[config.mk]
export PLATFORM = sky130hd
export DESIGN_NAME = asts_serial_unit
export DESIGN_NICKNAME = d
export VERILOG_FILES = /design/src/hw/asts_pkg.sv /design/src/hw/asts_baud_if.sv /design/src/hw/asts_serial_unit.sv /design/src/hw/asts_baud_counter.sv
export SDC_FILE = /design/constraint.sdc
export NUM_CORES = 1
export LEC_CHECK = 0
export ABC_CLOCK_PERIOD_IN_PS = 2350
export BUFFER_PORTS_ARGS = -buffer_cell sky130_fd_sc_hd__clkbuf_2
export CAP_MARGIN = 20
export CORE_MARGIN = 2
export CORE_UTILIZATION = 38
export CTS_CLUSTER_SIZE = 20
export DETAILED_ROUTE_END_ITERATION = 6
export GPL_TIMING_DRIVEN = 0
export SYNTH_ARGS = -nofsm -noshare
export SYNTH_HDL_FRONTEND = slang
export SYNTH_SLANG_ARGS = --single-unit
[constraint.sdc]
create_clock -name sys_clk_i -period 2.35 [get_ports sys_clk_i]
set_input_delay 0 -clock sys_clk_i [delete_from_list [all_inputs] [get_ports sys_clk_i]]
set_output_delay 0 -clock sys_clk_i [all_outputs]
set_load 0.05 [all_outputs]
[src/hw/asts_pkg.sv]
/*
 * Shared constants, types and helpers for the asynchronous serial unit.
 * Assumes one 100 MHz base clock and configuration bits held steady
 * while the enables are set.
 */
// What this block does
// - Start bit, then 7/8 data bits LSB first
// - Even, odd, zero or no parity; 1/2 stops
// - Even parity: total ones even, else error
// - Odd parity: total ones odd, else error
// - Zero parity sends 0, never checked
// - No parity: no bit, no error
// - Power on drives serial output high
// - Parity and stops follow; done after last stop
// - Transmitter idles until next byte written
// - Falling edge, count, low sample means start
// - Shift bits in, on stop raise done, buffer
// - Overrun leaves receive buffer unchanged
// - Parity error flagged after frame completes
// - Receiver checks exactly one stop bit
// - Enables reset paths; power clears data, status
// - Reading error status clears all flags
// - Missing stop bit raises framing error
// - Bit period is two counter periods
package asts_pkg;

    // ------------------------------------------------------------
    // Widths and field positions
    // ------------------------------------------------------------
    localparam int unsigned DATA_W  = 8;
    localparam int unsigned CNT_W   = 5;
    localparam int unsigned FRAME_W = 12;
    localparam int unsigned IDX_W   = 4;
    localparam int unsigned RXSH_W  = 10;
    localparam int unsigned ERR_W   = 3;
    localparam int unsigned ERR_PE  = 0;
    localparam int unsigned ERR_FE  = 1;
    localparam int unsigned ERR_OVE = 2;

    // ------------------------------------------------------------
    // Parity modes, frame pieces, timing
    // ------------------------------------------------------------
    localparam logic [1:0] PAR_NONE = 2'h0;
    localparam logic [1:0] PAR_ZERO = 2'h1;
    localparam logic [1:0] PAR_ODD  = 2'h2;
    localparam logic [1:0] PAR_EVEN = 2'h3;
    localparam logic [IDX_W-1:0] LEN7 = 4'h7;
    localparam logic [IDX_W-1:0] LEN8 = 4'h8;
    localparam logic [IDX_W-1:0] ONE  = 4'h1;
    localparam logic [IDX_W-1:0] TWO  = 4'h2;
    localparam logic MARK  = 1'h1;
    localparam logic SPACE = 1'h0;
    // Least wait from transmit enable to first write, in ns
    localparam int unsigned CLK_NS       = 10;
    localparam int unsigned TX_WAIT_NS   = 20;
    localparam int unsigned TX_WAIT_CYC  = (TX_WAIT_NS + CLK_NS - 1) / CLK_NS;

    typedef enum logic [1:0] {
        ASTS_RX_IDLE,
        ASTS_RX_START,
        ASTS_RX_BITS
    } asts_rx_e;

    typedef struct packed {
        logic                serial_out;
        logic [FRAME_W-1:0]  tx_frame;
        logic [IDX_W-1:0]    tx_left;
        logic                tx_half;
        logic                tx_done;
        asts_rx_e            rx_st;
        logic                rx_prev;
        logic                rx_half;
        logic [IDX_W-1:0]    rx_idx;
        logic [RXSH_W-1:0]   rx_shift;
        logic [DATA_W-1:0]   rx_buf;
        logic                rx_full;
        logic [ERR_W-1:0]    err;
        logic                rx_done;
        logic                rx_error;
    } asts_state_s;

    localparam asts_state_s STATE_RST = '{serial_out: MARK,
        rx_prev: MARK, rx_st: ASTS_RX_IDLE, default: '0};

    // Ones parity of the character, bit 7 masked in 7-bit mode
    function automatic logic asts_ones(input logic [DATA_W-1:0] d,
                                       input logic len8);
        asts_ones = ^(len8 ? d : {SPACE, d[DATA_W-2:0]});
    endfunction

    // Character bits in a frame
    function automatic logic [IDX_W-1:0] asts_dlen(input logic len8);
        asts_dlen = len8 ? LEN8 : LEN7;
    endfunction

endpackage

[src/hw/asts_baud_if.sv]
/*
 * Link between the serial core and one 5-bit baud counter.
 * Assumes both ends share sys_clk_i.
 */
interface asts_baud_if;
    logic                          run;
    logic [asts_pkg::CNT_W-1:0]    divisor;
    logic                          tick;

    // Core drives run and divisor, counter answers with tick
    modport ctl (output run, output divisor, input tick);
    modport cnt (input run, input divisor, output tick);
endinterface

[src/hw/asts_serial_unit.sv]
/*
 * Full-duplex asynchronous serial transmitter and receiver.
 * Assumes the prescaled base clock is sys_clk_i, inputs synchronous,
 * and mode bits changed only with both enables clear.
 */
module asts_serial_unit (
    // Clock and reset
    input  wire logic                            sys_clk_i,
    input  wire logic                            reset_n_i,
    // Mode and enables
    input  wire logic                            unit_power_on_i,
    input  wire logic                            tx_enable_bit_i,
    input  wire logic                            rx_enable_bit_i,
    input  wire logic [1:0]                      parity_mode_i,
    input  wire logic                            char_len8_i,
    input  wire logic                            stop_two_i,
    input  wire logic [asts_pkg::CNT_W-1:0]      baud_divisor_i,
    // Transmit side
    input  wire logic                            tx_write_i,
    input  wire logic [asts_pkg::DATA_W-1:0]     tx_data_i,
    output logic                                 tx_done_irq_o,
    // Receive side
    input  wire logic                            rx_buffer_read_i,
    input  wire logic                            err_status_read_i,
    output logic [asts_pkg::DATA_W-1:0]          rx_buffer_o,
    output logic [asts_pkg::ERR_W-1:0]           rx_error_status_o,
    output logic                                 rx_done_irq_o,
    output logic                                 rx_error_irq_o,
    // Serial line
    input  wire logic                            serial_in_pin_i,
    output logic                                 serial_out_pin_o
);
    asts_pkg::asts_state_s s;
    asts_pkg::asts_state_s next_s;

    // ------------------------------------------------------------
    // Baud counters, one per direction
    // ------------------------------------------------------------
    asts_baud_if tx_baud ();
    asts_baud_if rx_baud ();

    // Counters restart whenever their path goes idle
    assign tx_baud.run     = (s.tx_left != '0);
    assign tx_baud.divisor = baud_divisor_i;
    assign rx_baud.run     = (s.rx_st != asts_pkg::ASTS_RX_IDLE);
    assign rx_baud.divisor = baud_divisor_i;

    asts_baud_counter u_tx_baud (
        .sys_clk_i (sys_clk_i),
        .reset_n_i (reset_n_i),
        .bus       (tx_baud.cnt)
    );

    asts_baud_counter u_rx_baud (
        .sys_clk_i (sys_clk_i),
        .reset_n_i (reset_n_i),
        .bus       (rx_baud.cnt)
    );

    // ------------------------------------------------------------
    // Helper decodes
    // ------------------------------------------------------------
    logic tx_on;
    logic rx_on;
    logic rx_in;
    logic tx_go;
    logic has_par;

    // Line reads high while unpowered, so no false start
    assign tx_on   = unit_power_on_i & tx_enable_bit_i;
    assign rx_on   = unit_power_on_i & rx_enable_bit_i;
    assign rx_in   = serial_in_pin_i | ~unit_power_on_i;
    assign tx_go   = tx_on & tx_write_i & (s.tx_left == '0);
    assign has_par = (parity_mode_i != asts_pkg::PAR_NONE);

    // ------------------------------------------------------------
    // Next state
    // ------------------------------------------------------------
    always_comb begin
        logic [asts_pkg::FRAME_W-1:0] fr;
        logic [asts_pkg::RXSH_W-1:0]  sh;
        logic [asts_pkg::IDX_W-1:0]   dl;
        logic [asts_pkg::IDX_W-1:0]   last;
        logic [asts_pkg::DATA_W-1:0]  d;
        logic [asts_pkg::ERR_W-1:0]   ne;
        logic                         pb;
        logic                         ones;
        fr   = '1;
        sh   = s.rx_shift;
        dl   = asts_pkg::asts_dlen(char_len8_i);
        last = dl + (has_par ? asts_pkg::ONE : '0);
        d    = '0;
        ne   = '0;
        pb   = asts_pkg::SPACE;
        ones = asts_pkg::SPACE;
        next_s = s;
        next_s.tx_done  = 1'h0;
        next_s.rx_done  = 1'h0;
        next_s.rx_error = 1'h0;
        next_s.rx_prev  = rx_in;

        // Transmit: frame built whole at the write
        if (tx_go) begin
            ones = asts_pkg::asts_ones(tx_data_i, char_len8_i);
            case (parity_mode_i)
                asts_pkg::PAR_EVEN: pb = ones;
                asts_pkg::PAR_ODD:  pb = ~ones;
                default:            pb = asts_pkg::SPACE;
            endcase
            fr[0] = asts_pkg::SPACE;
            for (int i = 0; i < asts_pkg::DATA_W; i++) begin
                if (i < int'(dl)) begin
                    fr[i + 1] = tx_data_i[i];
                end
            end
            // No parity slot at all in no-parity mode
            if (has_par) begin
                fr[dl + asts_pkg::ONE] = pb;
            end
            next_s.tx_frame   = fr;
            next_s.serial_out = asts_pkg::SPACE;
            next_s.tx_half    = 1'h0;
            // Start, data, parity, then one or two stops
            next_s.tx_left = last + asts_pkg::ONE
                           + (stop_two_i ? asts_pkg::TWO : asts_pkg::ONE);
        end else if (s.tx_left != '0 && tx_baud.tick) begin
            // Two counter periods make one bit
            next_s.tx_half = ~s.tx_half;
            if (s.tx_half) begin
                next_s.tx_frame = {asts_pkg::MARK,
                                   s.tx_frame[asts_pkg::FRAME_W-1:1]};
                next_s.serial_out = s.tx_frame[1];
                next_s.tx_left = s.tx_left - asts_pkg::ONE;
                // Done the moment the last stop bit ends
                if (s.tx_left == asts_pkg::ONE) begin
                    next_s.tx_done    = 1'h1;
                    next_s.serial_out = asts_pkg::MARK;
                end
            end
        end

        // Receive: qualify the start bit at mid-bit
        case (s.rx_st)
            asts_pkg::ASTS_RX_IDLE: begin
                if (rx_on && s.rx_prev && !rx_in) begin
                    next_s.rx_st = asts_pkg::ASTS_RX_START;
                end
            end
            asts_pkg::ASTS_RX_START: begin
                if (rx_baud.tick) begin
                    next_s.rx_half  = 1'h0;
                    next_s.rx_idx   = '0;
                    next_s.rx_shift = '0;
                    next_s.rx_st = rx_in ? asts_pkg::ASTS_RX_IDLE
                                         : asts_pkg::ASTS_RX_BITS;
                end
            end
            asts_pkg::ASTS_RX_BITS: begin
                if (rx_baud.tick) begin
                    next_s.rx_half = ~s.rx_half;
                    if (s.rx_half) begin
                        // Shift each bit in at its centre
                        sh[s.rx_idx]    = rx_in;
                        next_s.rx_shift = sh;
                        next_s.rx_idx   = s.rx_idx + asts_pkg::ONE;
                        // Only the first stop bit is looked at
                        if (s.rx_idx == last) begin
                            d = sh[asts_pkg::DATA_W-1:0];
                            if (!char_len8_i) begin
                                d[asts_pkg::DATA_W-1] = asts_pkg::SPACE;
                            end
                            ones = asts_pkg::asts_ones(d, char_len8_i);
                            pb   = sh[dl];
                            // Parity checked, reception not aborted
                            case (parity_mode_i)
                                asts_pkg::PAR_EVEN:
                                    ne[asts_pkg::ERR_PE] = ones ^ pb;
                                asts_pkg::PAR_ODD:
                                    ne[asts_pkg::ERR_PE] = ~ones ^ pb;
                                default:
                                    ne[asts_pkg::ERR_PE] = 1'h0;
                            endcase
                            ne[asts_pkg::ERR_FE]  = ~rx_in;
                            ne[asts_pkg::ERR_OVE] = s.rx_full;
                            // Unread buffer keeps the older byte
                            if (!s.rx_full) begin
                                next_s.rx_buf = d;
                            end
                            next_s.rx_done  = 1'h1;
                            next_s.rx_error = |ne;
                            next_s.rx_st    = asts_pkg::ASTS_RX_IDLE;
                        end
                    end
                end
            end
            default: next_s.rx_st = asts_pkg::ASTS_RX_IDLE;
        endcase

        // Reads clear; a new error, or a byte stored into an empty buffer, in the same cycle wins
        next_s.err = (err_status_read_i ? '0 : s.err) | ne;
        if (rx_buffer_read_i) begin
            next_s.rx_full = 1'h0;
        end
        if (next_s.rx_done && !s.rx_full) begin
            next_s.rx_full = 1'h1;
        end

        // Enables reset their own path
        if (!tx_on) begin
            next_s.tx_frame   = '1;
            next_s.tx_left    = '0;
            next_s.tx_half    = 1'h0;
            next_s.tx_done    = 1'h0;
            next_s.serial_out = asts_pkg::MARK;
        end
        if (!rx_on) begin
            next_s.rx_st    = asts_pkg::ASTS_RX_IDLE;
            next_s.rx_half  = 1'h0;
            next_s.rx_idx   = '0;
            next_s.rx_done  = 1'h0;
            next_s.rx_error = 1'h0;
        end
        // Power off also clears data and status
        if (!unit_power_on_i) begin
            next_s.err      = '0;
            next_s.rx_buf   = '0;
            next_s.rx_full  = 1'h0;
            next_s.rx_shift = '0;
        end
    end

    // ------------------------------------------------------------
    // State register
    // ------------------------------------------------------------
    always_ff @(posedge sys_clk_i or negedge reset_n_i) begin
        if (!reset_n_i) begin
            s <= asts_pkg::STATE_RST;
        end else begin
            s <= next_s;
        end
    end

    // Outputs straight from the state flops
    assign serial_out_pin_o  = s.serial_out;
    assign tx_done_irq_o     = s.tx_done;
    assign rx_done_irq_o     = s.rx_done;
    assign rx_error_irq_o    = s.rx_error;
    assign rx_buffer_o       = s.rx_buf;
    assign rx_error_status_o = s.err;
endmodule

[src/hw/asts_baud_counter.sv]
/*
 * Programmable 5-bit counter: one tick pulse every divisor cycles.
 * Assumes divisor of 8 or more; run low holds it cleared.
 */
module asts_baud_counter (
    // Clock and reset
    input  wire logic  sys_clk_i,
    input  wire logic  reset_n_i,
    // Counter link
    asts_baud_if.cnt   bus
);
    typedef struct packed {
        logic [asts_pkg::CNT_W-1:0] count;
        logic                       tick;
    } asts_baud_s;

    asts_baud_s s;
    asts_baud_s next_s;

    // Count while running, wrap at divisor minus one
    always_comb begin
        next_s = s;
        next_s.tick = 1'h0;
        if (!bus.run) begin
            next_s.count = '0;
        end else if (s.count == bus.divisor - 5'h01) begin
            next_s.count = '0;
            next_s.tick = 1'h1;
        end else begin
            next_s.count = s.count + 5'h01;
        end
    end

    // State register
    always_ff @(posedge sys_clk_i or negedge reset_n_i) begin
        if (!reset_n_i) begin
            s <= '0;
        end else begin
            s <= next_s;
        end
    end

    assign bus.tick = s.tick;
endmodule

==> Word-level counts from Yosys, hierarchy flattened <==
Cells that the tools add are included.
{ "classes": {"n_addsub": 9, "magnitude_cmp": 13, "n_eq_ne": 26, "mux": 87, "n_bitwise": 14, "reduce_logical": 22} }
{ "ops": {"columns": ["op", "n"], "rows": [
  ["2-to-1 mux 22 bit", 2],
  ["2-to-1 mux 1 bit", 40],
  ["2-to-1 mux 8 bit", 5],
  ["2-to-1 mux 19 bit", 2],
  ["case mux 15 bit (2 select lines)", 1],
  ["2-to-1 mux 2 bit", 13],
  ["2-to-1 mux 5 bit", 5],
  ["2-to-1 mux 23 bit", 1],
  ["2-to-1 mux 18 bit", 1],
  ["2-to-1 mux 17 bit", 1],
  ["< comparator 3 x 4 -> 1 bit (first input constant)", 4],
  ["parity 8 bit", 2],
  ["< comparator 4 x 5 -> 1 bit (second input constant)", 3],
  ["2-to-1 mux 15 bit", 1],
  ["2-to-1 mux 3 bit", 5],
  ["inequality test 3 x 2 -> 1 bit (second input constant)", 5],
  ["adder 4 x 1 -> 4 bit (second input constant)", 3],
  ["bitwise mux 12 bit", 1],
  ["2-to-1 mux 12 bit", 1],
  ["inequality test 3 x 1 -> 1 bit (second input constant)", 4],
  ["inequality test 3 bit (second input constant)", 4],
  ["adder 5 x 1 -> 5 bit (second input constant)", 2],
  ["bitwise mux 10 bit", 1],
  ["== test 5 bit", 2],
  ["34 further kinds", 62]
]} }
{ "totals": {"ff_bits": 63, "input_bits": 26, "output_inout_bits": 15, "word_cells": 190} }

==> Logic depth before layout (Yosys ltp) <==
Gate-level depths: netlist (run 1).
{ "depth": {"ltp_word": 27, "depth_mapped": 11, "ltp_nobuf": 9} }

==> By module <==
From an unflattened synthesis (run 1), not the netlist that was laid out.
{ "hier_totals": {"hier_cells": 383, "area_unflattened_um2": 3696.0} }
{ "by_module_without_submodules": {"columns": ["module", "n_inst", "cells_each", "area_each_um2", "seq_area_each_um2"], "rows": [
  ["asts_serial_unit", 1, 305, 2940.3, 1228.7],
  ["asts_baud_counter", 2, 39, 377.9, 150.1]
]} }

==> Worst setup path before layout (run 1) <==
No wires, ideal clock.
{ "synth_path": {"path_kind": "register to register", "startpoint": "reg s[24] in the netlist's numbering", "endpoint": "reg s, in the netlist rx_error_irq_o", "setup_time_ns": 0.126, "arrival_ns": 2.144, "required_time_ns": 2.224, "slack_ns": 0.081, "path_stages_with_launch": 10, "n_path_buf": 0, "synth_period_minus_slack_ns": 2.269, "path_cell_list": "dfrtp_1 > inv_1 > ha_1 > nor3b_1 > mux2i_2 > xnor2_1 > xnor2_1 > xnor3_1 > a211oi_1 > nor3_1"} }
{ "synth_lines": {"columns": ["item", "line_no", "text"], "rows": [
  ["from (decl)", "asts_serial_unit.sv:33", "asts_pkg::asts_state_s s;"],
  ["from (signal assigned)", "asts_serial_unit.sv:237", "s <= asts_pkg::STATE_RST;"],
  ["from (signal assigned)", "asts_serial_unit.sv:239", "s <= next_s;"]
]} }

==> results.txt, run 1 <==
- Run status: finished clean
- At the pin with the least slew margin, the transition time is 0.842 ns.
- After clock tree synthesis, the clock-pin slew on the worst setup and hold paths is about 0.070 ns.
* Cells after Synth: 374
* Biggest cell delay along the critical path: about 0.46 ns
- The worst register-to-register path ends at rx_error_irq_o$_DFF_PN0_.
- Highest-delay cell along the critical path: dfrtp_2
* Starting Density: 39.2%
* Cell Area, Synth: 0.00362 mm²
- Area growth from synthesis to layout: 20.9%
* Residual DRC: 0
- First-pass GRT wire length: about 13 mm
* Post-synthesis area per instance: 9.69 µm²
- In this run the remaining antenna-violating nets after routing total 0.
* Clock sink count: 61
- The worst setup path is captured at a flop.
* Crit path kind: reg2reg
- By instance count, the cell type seen most on the critical path is xnor2_1.
* Drt initial violations: between 150 and 200
- Number of buffers created by CTS: 9
- Worst Setup Slack, final: 0.0117 ns
- The library cell used most frequently in the layout, excluding fill and tap cells, is dfrtp_1.
- In this run the deepest clock path goes through 2 buffers.
- After routing the design area is 0.00438 mm².
- Counting every net in the synthesized netlist gives approximately 420.
- In the final design database the tool counted 479 nets.
- Broken down by cell family, the worst path's largest delay share belongs to XOR/XNOR gates.
- Data on the critical path arrives at its endpoint at ~2.5 ns.
- Total grt overflow: 0
* Core region area: between 0.009 and 0.01 mm²
- Global-route layer with the greatest usage: met2
- Seq cells post-synth: 61
- Entering global routing, the biggest net connects 62 pins.
- Relative slew slack: a little over two fifths
- The synthesized netlist contains 56 unique library cells.
* DIE HEIGHT: 102 µm
* Path type of the worst min-delay path: in2reg
- In the routed layout, each cell is associated on average with a via count of 4.95.
- The number of cells on the worst reg-to-reg path is 9.
* Met2 layer usage reported by global route: 26.0%
- I/O pins: 41
- Critical path launch point type: flop
- At the worst endpoint, the required time is 2.55 ns.
- Die X-Extent: between 100 and 150 µm
* Fraction of synthesized cell area taken by the top area cell type: 40.7%
- The number of antenna violations at the first check in global routing was 0.
* Critical path fanouts, max: 7
- Clock tree root driver cell: clkbuf_8
- Traced cell by cell, the critical path runs through inv_2 -> ha_4 -> nor3b_4 -> mux2i_2 -> xnor2_1 -> xnor2_1 -> xnor3_1 -> a211oi_2 -> nor3_1.
* Total via count after detailed routing: 2825
* Setup repair after global routing missed its margin: yes
- The hold violation count in the final report came to 0.
- Count of inserted antenna diode cells: 0
* Cell row count: 35
* Startpoint of the worst setup timing path: s[25]$_DFFE_PN0P_
* DP Worst Slack: -0.221 ns
- After synthesis, flip-flops and latches occupy 42.2% of the total area.
* Most frequent cells in the layout: dfrtp_1 (56), nor2_1 (42), clkbuf_2 (39)
- The placed instances occupy a cell area of 0.00399 mm².
- Power density over the cells: 509 mW/mm²
- Met3 global-route usage: 3.38%
* Fraction of registers with async set or reset after synthesis: between 90% and 100%
- For this block, the routed nets add up to 7.76 mm of wire.
- Via count of the first global-routing pass: between 2k and 3k
* CP Buf/Inv Count: 1
* Detailed-placement wirelength estimate: 5.54 mm
- Input and output buffers added on the ports amount to 40.
- For this run, the detailed router's first-pass iteration total came to 4.
- The startpoint identified for the worst register-to-register timing path is s[25]$_DFFE_PN0P_.
* Layout Skew: about 0.014 ns
- H-Tree Level Count: 3
- Number of enable flip-flop cells after synthesis: 0
* Area enclosed by the die boundary: just over 0.01 mm²
* Skew-Pair Late Insertion Delay: 0.33 ns
- Capturing element of the worst setup path: rx_error_irq_o$_DFF_PN0_
* Global-route usage over all layers: 16.5%
* Final Slew Violations: 0
- Post-route clock period utilization: roughly 100%
- dfrtp_1 takes more of the synthesized area than any other cell.
- Detailed-route wire length per cell: 13.6 µm
- After layout, the minimum clock period comes to 2.34 ns.
- The setup check on the worst reg-to-reg path leaves a slack of between 0.01 and 0.015 ns.
* Number of warnings issued by yosys: 0
* Synth area leaders: dfrtp_1 (41%), xnor2_1 (5.6%), ha_1 (4.8%)
* Final setup violating endpoints: 0
- TritonCTS built the clock tree.
- The worst-case IR drop observed on VDD is 0.244 mV.
- The analysis attributes to cell leakage a power of 1.93 nW.
- The tool flagged a number of max-cap violations equal to 0.
- GR Util met1: 22.0%
- Based on the critical path, the design can be clocked at up to 428 MHz.
- The critical path runs through a total of 9 cells.
- Total negative slack for setup checks: 0 ns
- For this run, the leading register cell type out of synthesis is dfrtp_1.
* Fraction of layout cells with a size suffix above 1: 25.8%
* Final weighted congestion in routability-driven placement: 0.771
==> repair_timing <==
item / in CTS / in global routing
hold buffers: 11 / 0
gates resized for setup: 5 / 20
pin swaps: 0 / 7
setup buffers: 1 / 4
cloned: 0 / 0
setup endpoints to repair: 15 / 22
hold endpoints to repair: 71 / 0
==> registers in the layout (all words and copies together) (netlist names) <==
signal / cells
u_tx_baud.s: 5
rx_error_status_o: 3
rx_buffer_o: 8
u_rx_baud.s: 5
serial_out_pin_o: 1
rx_error_irq_o: 1
s: 34
u_tx_baud.bus.tick: 1
u_rx_baud.bus.tick: 1
tx_done_irq_o: 1
rx_done_irq_o: 1
==> worst min-delay path by stage <==
stage | start | end | slack, ns | cells after the start
global placement | rx_buffer_read_i | s[5]$_DFFE_PN0P_ | 0.28 | 3
CTS | tx_enable_bit_i | s[37]$_DFFE_PN0P_ | 0.003 | 3
global route | tx_enable_bit_i | s[37]$_DFFE_PN0P_ | 0.03 | 3
finish | tx_enable_bit_i | s[37]$_DFFE_PN0P_ | 0.02 | 3
floorplan | reset_n_i | rx_buffer_o[0]$_DFFE_PN0P_ | -0.30 | 0
detailed placement | reset_n_i | u_tx_baud.s[1]$_DFF_PN0_ | 0.19 | 1
==> Yosys cell counts, types with 9 or more instances <==
cell     instances
buf_4           12
xnor2_1         23
xor2_1          13
inv_1           13
nand2_1         31
o21ai_0         10
dfrtp_1         59
nand3_1         27
and2_1          10
nor2_1          42
nor3_1           9
a21oi_1         14
mux2_2          10
ha_1            14
==> cells by family (layout without fill, tap and decap cells) <==
logic type	after synthesis	in the layout	synth area share, %
fa+ha+maj	15	15	5.38
xor+xnor	38	38	9.94
buf+inv	39	107	6.45
mux	17	17	5.49
simple gates	150	150	20.8
flops	61	61	42.2
compound gates	54	54	9.70
==> through the flow <==
| step | power (mW) | hold slack (ns) | cells | utilization [%] |
|---|---|---|---|---|
| floorplan | 1.30 | -0.296 | 374 | - |
| global placement | 1.40 | 0.278 | 543 | 43.1 |
| detailed placement | 1.41 | 0.192 | 543 | 43.2 |
| CTS | 2.26 | 0.00348 | 570 | 46.5 |
| global route | 2.35 | 0.0323 | 571 | 47.4 |
| finish | 2.23 | 0.0236 | 571 | 47.4 |
==> cell type report <==
class                   count  area (µm²)
fillers                   878        4860
inverters                  14        52.6
clock inverters             2        10.0
flip-flops and latches     61        1530
repair buffers             56         350
clock buffers              13         159
plain buffers              22         151
well taps                 129         161
multi-input cells         274        1970
==> worst reg2reg max path, delay by kind of cell, from the launching register on <==
family / cells / cell delay [ns]
XOR/XNOR: 3 / 0.73
AO/OA/AOI/OAI: 1 / 0.23
flip-flops: 1 / 0.46
AND/OR/NAND/NOR: 2 / 0.26
buffers and inverters: 1 / 0.12
multiplexers: 1 / 0.28
adder cells (fa/ha/maj): 1 / 0.14
==> layer usage <==
layer / vias to the layer above / routed length (µm)
met5: - / 0
met4: 0 / 121
met3: 7 / 254
met2: 41 / 3880
met1: 1370 / 3500
li1: 1407 / -
==> where the power goes <==
| part | internal, mW | switching [mW] |
|---|---|---|
| registers | 1.08 | 0.0182 |
| logic | 0.128 | 0.187 |
| clock network | 0.432 | 0.392 |
| total | 1.64 | 0.598 |
(Power assumes the default switching activity.)
==> run 2, diff against run 1 <==
Settings changed: ABC_AREA set to 1.
==> results.txt, run 2 <==
- Final Slew Violations: 0 (unchanged)
- The aggregate global routing overflow is 0 (unchanged).
- The post-route DRC violation count was 0 (unchanged).
- Maximum clock frequency: 474 MHz (was 428 MHz)
- HP Start: tx_data_i[5] (was tx_enable_bit_i)
- The number of cells after detailed placement was 644 (was 543).
* Clock sink count: 61 (unchanged)
- The launching element type of the critical path is a flop (unchanged).
- The fraction of synthesized area in multiplexers was 0% (was 5.49%).
- Dominant synthesized flop cell: dfrtp_1 (unchanged)
* Fraction of synthesized cell area taken by the top area cell type: 40.1% (was 40.7%)
- Number of port buffers: 40 (unchanged)
- The footprint of the multi-input gates is 0.00179 mm² (was 0.00197 mm²).
- Worst path required time: 2.56 ns (was 2.55 ns)
- Starting Density: 39.5% (was 39.2%)
- The vertical die dimension came to 102 µm (about the same).
- Tightest hold margin: 0.00474 ns (was 0.0236 ns)
- The maximum clock insertion buffer count came to 2 (unchanged).
* Total negative slack for setup checks: 0 ns (unchanged)
* Drt initial violations: 152 (was 175)
* Sw Ratio: 28.6% (was 26.8%)
- The die outline area was 0.0105 mm² (was 0.0103 mm²).
- Synth area leaders: dfrtp_1 (40%), nand2_1 (12%), inv_1 (6.3%) (was dfrtp_1 (41%), xnor2_1 (5.6%), ha_1 (4.8%))
- The total routing resource utilization after global routing was 17.7% (was 16.5%).
- The count of endpoints failing setup in the final report is 0 (unchanged).
- The max capacitance violation total came to 0 (unchanged).
- The total iterations of the first detailed-routing run was 4 (unchanged).
- Crit path kind: reg2reg (unchanged)
- The synthesized instance count is 475 (was 374).
* Number of antenna violations at the first check in global routing: 0 (unchanged)
- The count of flip-flops with a built-in enable after synthesis was 0 (unchanged).
* R2R Path End: s[19]$_DFFE_PN0P_ (was rx_error_irq_o$_DFF_PN0_)
* Number of flip-flops under the largest register name: 34 (unchanged)
- The source-to-sink clock delay at the later pin of the worst-skew pair came to 0.35 ns (was 0.33 ns).
* Core region area: 0.00933 mm² (was 0.00924 mm²)
- The relative slew slack is 42.0% (was 43.9%).
- The clock network power share was 38.6% (was 36.9%).
- The source of the worst register-to-register timing path was s[31]$_DFFE_PN0P_ (was s[25]$_DFFE_PN0P_).
- Slack of the worst reg-to-reg path: 0.24 ns (was 0.01 ns)
- The cell-internal power was 1.87 mW (was 1.64 mW).
- The first element of the critical path is s[31]$_DFFE_PN0P_ (was s[25]$_DFFE_PN0P_).
- Area growth from synthesis to layout: 17.1% (was 20.9%)
* Cell row count: 35 (unchanged)
* H-Tree Level Count: 3 (unchanged)
* Post-Synth XOR/XNOR Area: 6.19% (was 9.94%)
- The share of the clock period used by the worst path is 89.9% (was 99.5%).
- The maximum net fanout on the critical path came to 10 (was 7).
- Highest-delay cell along the critical path: nor2_2 (was dfrtp_2)
* Capturing element of the worst setup path: s[19]$_DFFE_PN0P_ (was rx_error_irq_o$_DFF_PN0_)
- Combinational family with the most area after synthesis: simple AND/OR/NAND/NOR gates (unchanged)
- The power spent charging and discharging nets came to 0.749 mW (was 0.598 mW).
- The endpoint kind of the worst setup timing path was a flop (unchanged).
* Layout Skew: 0.00953 ns (was 0.0139 ns)
* Number of warnings issued by yosys: 0 (unchanged)
- I/O pins: 41 (unchanged)
* Post-layout minimum cycle time: 2.11 ns (was 2.34 ns)
- Clock slew at the register clock pins of the worst setup and hold paths: 0.07 ns (about the same)
* Number of buffers created by CTS: 9 (unchanged)
* Count of different cell masters after synthesis: 35 (was 56)
- The routability-driven placement congestion ratio came to 0.851 (was 0.771).
- The final antenna diode count is 0 (unchanged).
- The synthesized area was 0.00368 mm² (was 0.00362 mm²).
- Fraction of the mapped netlist area in adder cells: 5.30% (was 5.38%)
- Detailed-placement wirelength estimate: 6.42 mm (was 5.54 mm)
* Area taken by flip-flops and latches: 0.00153 mm² (about the same)
* Worst voltage drop across the vdd grid: 0.300 mV (was 0.244 mV)
* CTS tree: built (unchanged)
- The fraction of the yosys area taken by sequential cells came to 41.6% (was 42.2%).
- The cell type with the highest occurrence count on the critical path is inv_1 (was xnor2_1).
* Via density: 4.88 (was 4.95)
* Number of nets in the synthesized netlist: 516 (was 415)
- Measured slew at the worst slew-check pin: 0.871 ns (was 0.842 ns)
- The count of antenna-violating nets left after detailed routing was 0 (unchanged).
- The combinational power share is 16.6% (was 14.1%).
- The signal arrival time at the worst endpoint came to 2.32 ns (was 2.54 ns).
- Most instantiated cells after synthesis: nand2_1 (116), inv_1 (62), dfrtp_1 (59), nand3_1 (43), o21ai_0 (34) (was dfrtp_1 (59), nor2_1 (42), nand2_1 (31), nand3_1 (27), xnor2_1 (23)).
- The worst min-delay path category is in2reg (unchanged).
* Power density over the cells: 608 mW/mm² (was 509 mW/mm²)
* Via count of the first global-routing pass: 3135 (was 2804)
- Wire length after detailed routing: 8.64 mm (was 7.76 mm)
- The hold-critical path depth is 3 (unchanged).
- The routed length per instance came to 13.0 µm (was 13.6 µm).
- Yosys top cell by area: dfrtp_1 (unchanged)
* Die X-Extent: 102 µm (about the same)
- The most frequent standard cell in the layout excluding fill and tap cells is nand2_1 (was dfrtp_1).
- Total via count after detailed routing: 3252 (was 2825)
- The pin count of the biggest net entering global routing came to 62 (unchanged).
- Setup repair after global routing missed its margin: no (was yes).
- Length in cells of the worst reg-to-reg path: 8 (was 9)
* Filler cell count in the final layout: 927 (was 878)
- Crit path cell chain: inv_1 -> nor2_1 -> inv_1 -> nor2_2 -> a21oi_1 -> clkbuf_1 -> nand3_1 -> o21ai_0 (was inv_2 -> ha_4 -> nor3b_4 -> mux2i_2 -> xnor2_1 -> xnor2_1 -> xnor3_1 -> a211oi_2 -> nor3_1).
- The first-pass GRT wire length was 14.5 mm (was 13.3 mm).
- Power share of the sequential group: 44.8% (was 49.0%)
- The async set-or-reset flop fraction in the synthesized netlist is 100% (unchanged).
- The number of synthesized register bits came to 61 (unchanged).
* Run status: finished clean (unchanged)
* Most frequent cells in the layout: nand2_1 (116), inv_1 (62), dfrtp_1 (59) (was dfrtp_1 (56), nor2_1 (42), clkbuf_2 (39))
- The worst setup slack after layout was 0.238 ns (was 0.0117 ns).
- Final instance count without filler cells: 666 (was 571)
- The static leakage is 2.17 nW (was 1.93 nW).
- Fraction of layout cells with a size suffix above 1: 15.6% (was 25.8%)
* Count of nets after finishing: 573 (was 479)
* Area share of and/or/nand/nor cells after synthesis: 24.5% (was 20.8%)
- The library cell used as clock root buffer is clkbuf_8 (unchanged).
- The post-place setup slack came to 0.166 ns (was -0.221 ns).
- Power consumption: 2.62 mW (was 2.23 mW)
- Post-synthesis area per instance: 7.75 µm² (was 9.69 µm²)
* Biggest cell delay along the critical path: 0.39 ns (was 0.46 ns)
* Register ranked first by flip-flop count: s (unchanged)
- The most repeated cell in the gate-level netlist after synthesis is nand2_1 (was dfrtp_1).
* Share of the synthesized area in compound gates (AO/OA/AOI/OAI): 12.5% (was 9.70%)
- The hold violation count in the final report came to 0 (unchanged).
==> run 2: timing repair <==
| action | CTS | global route |
|---|---|---|
| endpoints found under the hold margin | 66 | 0 |
| hold buffers | 6 | 0 |
| resized for setup | 0 | 3 |
| endpoints found under the setup margin | 0 | 2 |
| buffers inserted | 0 | 0 |
==> run 2: layout make-up <==
| class | count | share of cell area [%] |
|---|---|---|
| Tap cell | 129 | 3.74 |
| Sequential cell | 61 | 35.5 |
| Timing Repair Buffer | 46 | 6.10 |
| Buffer | 18 | 2.61 |
| Multi-Input combinational cell | 329 | 41.5 |
| Inverter | 67 | 5.83 |
| Clock inverter | 5 | 1.74 |
| Clock buffer | 11 | 3.05 |
==> run 2: layer usage <==
| layer | global-route usage [%] | part of all wire [%] | vias to the layer above |
|---|---|---|---|
| met4 | 7.79 | 2.4 | 0 |
| met5 | 0 | 0 | - |
| li1 | - | - | 1665 |
| met3 | 3.28 | 4.8 | 15 |
| met2 | 26.5 | 44 | 81 |
| met1 | 25.0 | 49 | 1491 |
==> run 2: power by group through the flow <==
stage	logic [mW]	registers, mW	clock network, mW
floorplan	0.293	1.19	0
global placement	0.417	1.19	0
detailed placement	0.431	1.19	0
CTS	0.440	1.17	1.03
global route	0.506	1.18	1.08
finish	0.435	1.17	1.01
==> run 2: critical path: cells and delay by family (launching register included) <==
family | cells | cell delay, ns
flip-flops | 1 | 0.37
AND/OR/NAND/NOR | 3 | 0.75
buffers and inverters | 3 | 0.47
AO/OA/AOI/OAI | 2 | 0.39
==> run 2: cell families after synthesis <==
logic type	count (synthesis)
simple gates	211
xor+xnor	26
flops	61
buf+inv	85
fa+ha+maj	15
compound gates	77
==> run 2: metrics by stage <==
step           utilization (%)  instance area [µm²]
3_3_place_gp              43.3                 4040
3_5_place_dp              43.4                 4040
4_1_cts                   46.2                 4310
6_report                  46.2                 4310
5_1_grt                   46.2                 4310
2_1_floorplan                -                 3680
==> run 2: worst min-delay path by stage <==
stage / to / slack [ns]
after global placement: s[5]$_DFFE_PN0P_ / 0.21
after global routing: s[44]$_DFFE_PN0P_ / 0.04
final: s[44]$_DFFE_PN0P_ / 0.005
after floorplan: rx_buffer_o[0]$_DFFE_PN0P_ / -0.30
after CTS: s[44]$_DFFE_PN0P_ / 0.009
after detailed placement: u_tx_baud.s[4]$_DFF_PN0_ / 0.20
==> run 3, diff against run 2 <==
--- a/config.mk
+++ b/config.mk
@@ -16,2 +16,3 @@
 export GPL_TIMING_DRIVEN = 0
+export PLACE_DENSITY = 0.63
 export SYNTH_ARGS = -nofsm -noshare
==> constraint.sdc (replaced) <==
create_clock -name sys_clk_i -period 2.35 [get_ports sys_clk_i]
set_input_delay 0.47 -clock sys_clk_i [delete_from_list [all_inputs] [get_ports sys_clk_i]]
set_output_delay 0.47 -clock sys_clk_i [all_outputs]
set_load 0.05 [all_outputs]
==> results.txt, run 3 (synthesized netlist as in run 2, its figures left out) <==
- The summed negative setup slack over all endpoints is 0 ns (unchanged).
* Top delay family on crit path: simple AND/OR/NAND/NOR gates (unchanged)
- DIE HEIGHT: 102 µm (unchanged)
- I/O pins: 41 (unchanged)
* Wire length after detailed routing: 8.40 mm (was 8.64 mm)
* CP Buf/Inv Count: 1 (was 3)
- The count of hold-fix buffers inserted at cts is 0 (was 6).
* Post-route clock period utilization: 90.6% (was 89.9%)
- The via density per instance came to 4.90 (was 4.88).
- Residual DRC: 0 (unchanged)
- The CTS buffer count was 9 (unchanged).
- The cell type with the highest occurrence count on the critical path was nand2_1 (was inv_1).
- Final hold vios: 0 (unchanged)
- Most common library cell in the layout ignoring fill and taps: nand2_1 (unchanged)
- Most frequent cells in the layout: nand2_1 (116), inv_1 (62), dfrtp_1 (59) (unchanged).
- Tightest hold margin: 0.265 ns (was 0.00474 ns)
* Leakage: 2.13 nW (was 2.17 nW)
- Relative slew slack: 43.3% (was 42.0%)
- The pin count of the biggest net entering global routing was 62 (unchanged).
* Crit path kind: reg2reg (unchanged)
- Final setup violating endpoints: 0 (unchanged)
* Filler cell count in the final layout: 947 (was 927)
- The total number of H-tree levels was 3 (unchanged).
* Number of max-capacitance violations reported: 0 (unchanged)
- Signal arrival time at the worst endpoint: 2.39 ns (was 2.32 ns)
- The post-layout minimum cycle time came to 2.13 ns (was 2.11 ns).
- The die outline area came to 0.0105 mm² (unchanged).
- The number of violations reported at the end of detailed-routing iteration 0 came to 127 (was 152).
* Detailed-route wire length per cell: 12.8 µm (was 13.0 µm)
* Count of nets after finishing: 567 (was 573)
* Biggest cell delay along the critical path: 0.43 ns (was 0.39 ns)
* Clock slew at the register clock pins of the worst setup and hold paths: 0.07 ns (about the same)
- The maximum clock insertion buffer count came to 2 (unchanged).
- The library cell used as clock root buffer is clkbuf_8 (unchanged).
- The vias after detailed routing is 3225 (was 3252).
- Area growth from synthesis to layout: 15.0% (was 17.1%)
- Register ranked first by flip-flop count: s (unchanged)
- The first-pass GRT wire length was 14.3 mm (was 14.5 mm).
- The worst min-delay path category was in2async (was in2reg).
- Run status: finished clean (unchanged).
* Setup repair after global routing missed its margin: no (unchanged)
- CTS tree: built (unchanged)
* Die X-Extent: 102 µm (unchanged)
* Power consumption: 2.48 mW (was 2.62 mW)
- Critical path fanouts, max: 5 (was 10)
* Via count of the first global-routing pass: 3137 (was 3135)
* Number of flip-flops under the largest register name: 34 (unchanged)
* Cell row count: 35 (unchanged)
- Final weighted congestion in routability-driven placement: 0.836 (was 0.851)
- Initial DRT Pass Iterations: 4 (unchanged)
- The count of antenna-violating nets left after detailed routing is 0 (unchanged).
* Global-route usage over all layers: 17.4% (was 17.7%)
* Critical path launch point type: flop (unchanged)
- Clock sink count: 61 (unchanged)
* Count of inserted antenna diode cells: 0 (unchanged)
* Crit path cell chain: inv_1 -> ha_1 -> nand3_1 -> o21ai_1 -> nand2_1 -> nand2_1 -> nand2_1 -> nand2_1 -> nand2_1 -> nand3_1 -> nand3_1 -> a21oi_1 (was inv_1 -> nor2_1 -> inv_1 -> nor2_2 -> a21oi_1 -> clkbuf_1 -> nand3_1 -> o21ai_0)
* Worst path required time: 2.61 ns (was 2.56 ns)
- The cell area power density came to 586 mW/mm² (was 608 mW/mm²).
- The count of pins over their slew limit came to 0 (unchanged).
- Core region area: 0.00933 mm² (unchanged)
* Highest-delay cell along the critical path: dfrtp_1 (was nor2_2)
* Total grt overflow: 0 (unchanged)
* Number of port buffers: 40 (unchanged)
- The source-to-sink clock delay at the later pin of the worst-skew pair was 0.34 ns (was 0.35 ns).
* Starting Density: 39.5% (unchanged)
* Maximum clock frequency: 469 MHz (was 474 MHz)
- The final clock skew came to 0.00873 ns (was 0.00953 ns).
- The number of antenna violations at the first check in global routing is 0 (unchanged).
* Worst voltage drop across the vdd grid: 0.367 mV (was 0.300 mV)
- Measured slew at the worst slew-check pin: 0.851 ns (was 0.871 ns)
- The share of layout cells above drive strength 1 is 16.1% (was 15.6%).
* Worst setup EP type: flop (unchanged)
* Detailed-placement wirelength estimate: 6.20 mm (was 6.42 mm)
[run 3: changes by cell type in the layout (fill, tap and decap cells not counted), sizes merged]
cell / previous run / this run
dlygate4sd3: 6 / 0
bufinv: 2 / 0
clkbuf: 55 / 57
clkinv: 4 / 2
[run 3: timing repair]
item	4_1_cts	5_1_grt
buffers inserted	0	0
gates resized for setup	0	4
endpoints found under the setup margin	0	2
[run 3: layout make-up]
class	instances	area, µm²	share of cell area, %
Sequential cell	61	1530	36.1
Inverter	67	251	5.94
Buffer	18	113	2.66
Multi-Input combinational cell	329	1790	42.3
Timing Repair Buffer	40	203	4.79
Tap cell	129	161	3.81
Clock buffer	13	179	4.23
Clock inverter	1	5.00	0.118
[run 3: path summary, 6_finish.rpt]
check                                                  start                            to  slack, ns  cells past startpoint
worst min-delay path                               reset_n_i      u_tx_baud.s[1]$_DFF_PN0_       0.26                      1
worst min register to register  serial_out_pin_o$_DFFE_PN1P_  serial_out_pin_o$_DFFE_PN1P_       0.46                      2
max in group asynchronous                          reset_n_i             s[28]$_DFFE_PN0P_       1.53                      1
worst max register to register             s[24]$_DFFE_PN0P_      rx_error_irq_o$_DFF_PN0_       0.22                     12
min in group sys_clk_i                      rx_buffer_read_i              s[5]$_DFFE_PN0P_       0.32                      2
worst max-delay path                       s[24]$_DFFE_PN0P_      rx_error_irq_o$_DFF_PN0_       0.22                     12
[run 3: metrics by stage]
| stage | area (µm²) | std cells | utilization, % | setup slack, ns |
|---|---|---|---|---|
| 2_1_floorplan | 3680 | 475 | - | 0.457 |
| 4_1_cts | 4230 | 658 | 45.3 | 0.131 |
| 6_report | 4230 | 658 | 45.4 | 0.220 |
| 3_5_place_dp | 4040 | 644 | 43.4 | -0.0730 |
| 5_1_grt | 4230 | 658 | 45.4 | 0.0169 |
| 3_3_place_gp | 4040 | 644 | 43.3 | -0.0734 |
[run 3: layer usage]
metal | track usage, % | share of wire, % | wire [µm]
met1 | 23.0 | 48 | 4040
met4 | 6.36 | 1.6 | 133
met5 | 0 | 0 | 0
met3 | 3.83 | 4.3 | 359
met2 | 28.1 | 46 | 3870
[run 3: power by group]
part | internal [mW] | total (mW) | switching, mW
clock network | 0.485 | 0.883 | 0.398
logic | 0.158 | 0.426 | 0.268
registers | 1.12 | 1.17 | 0.0558
total | 1.76 | 2.48 | 0.722
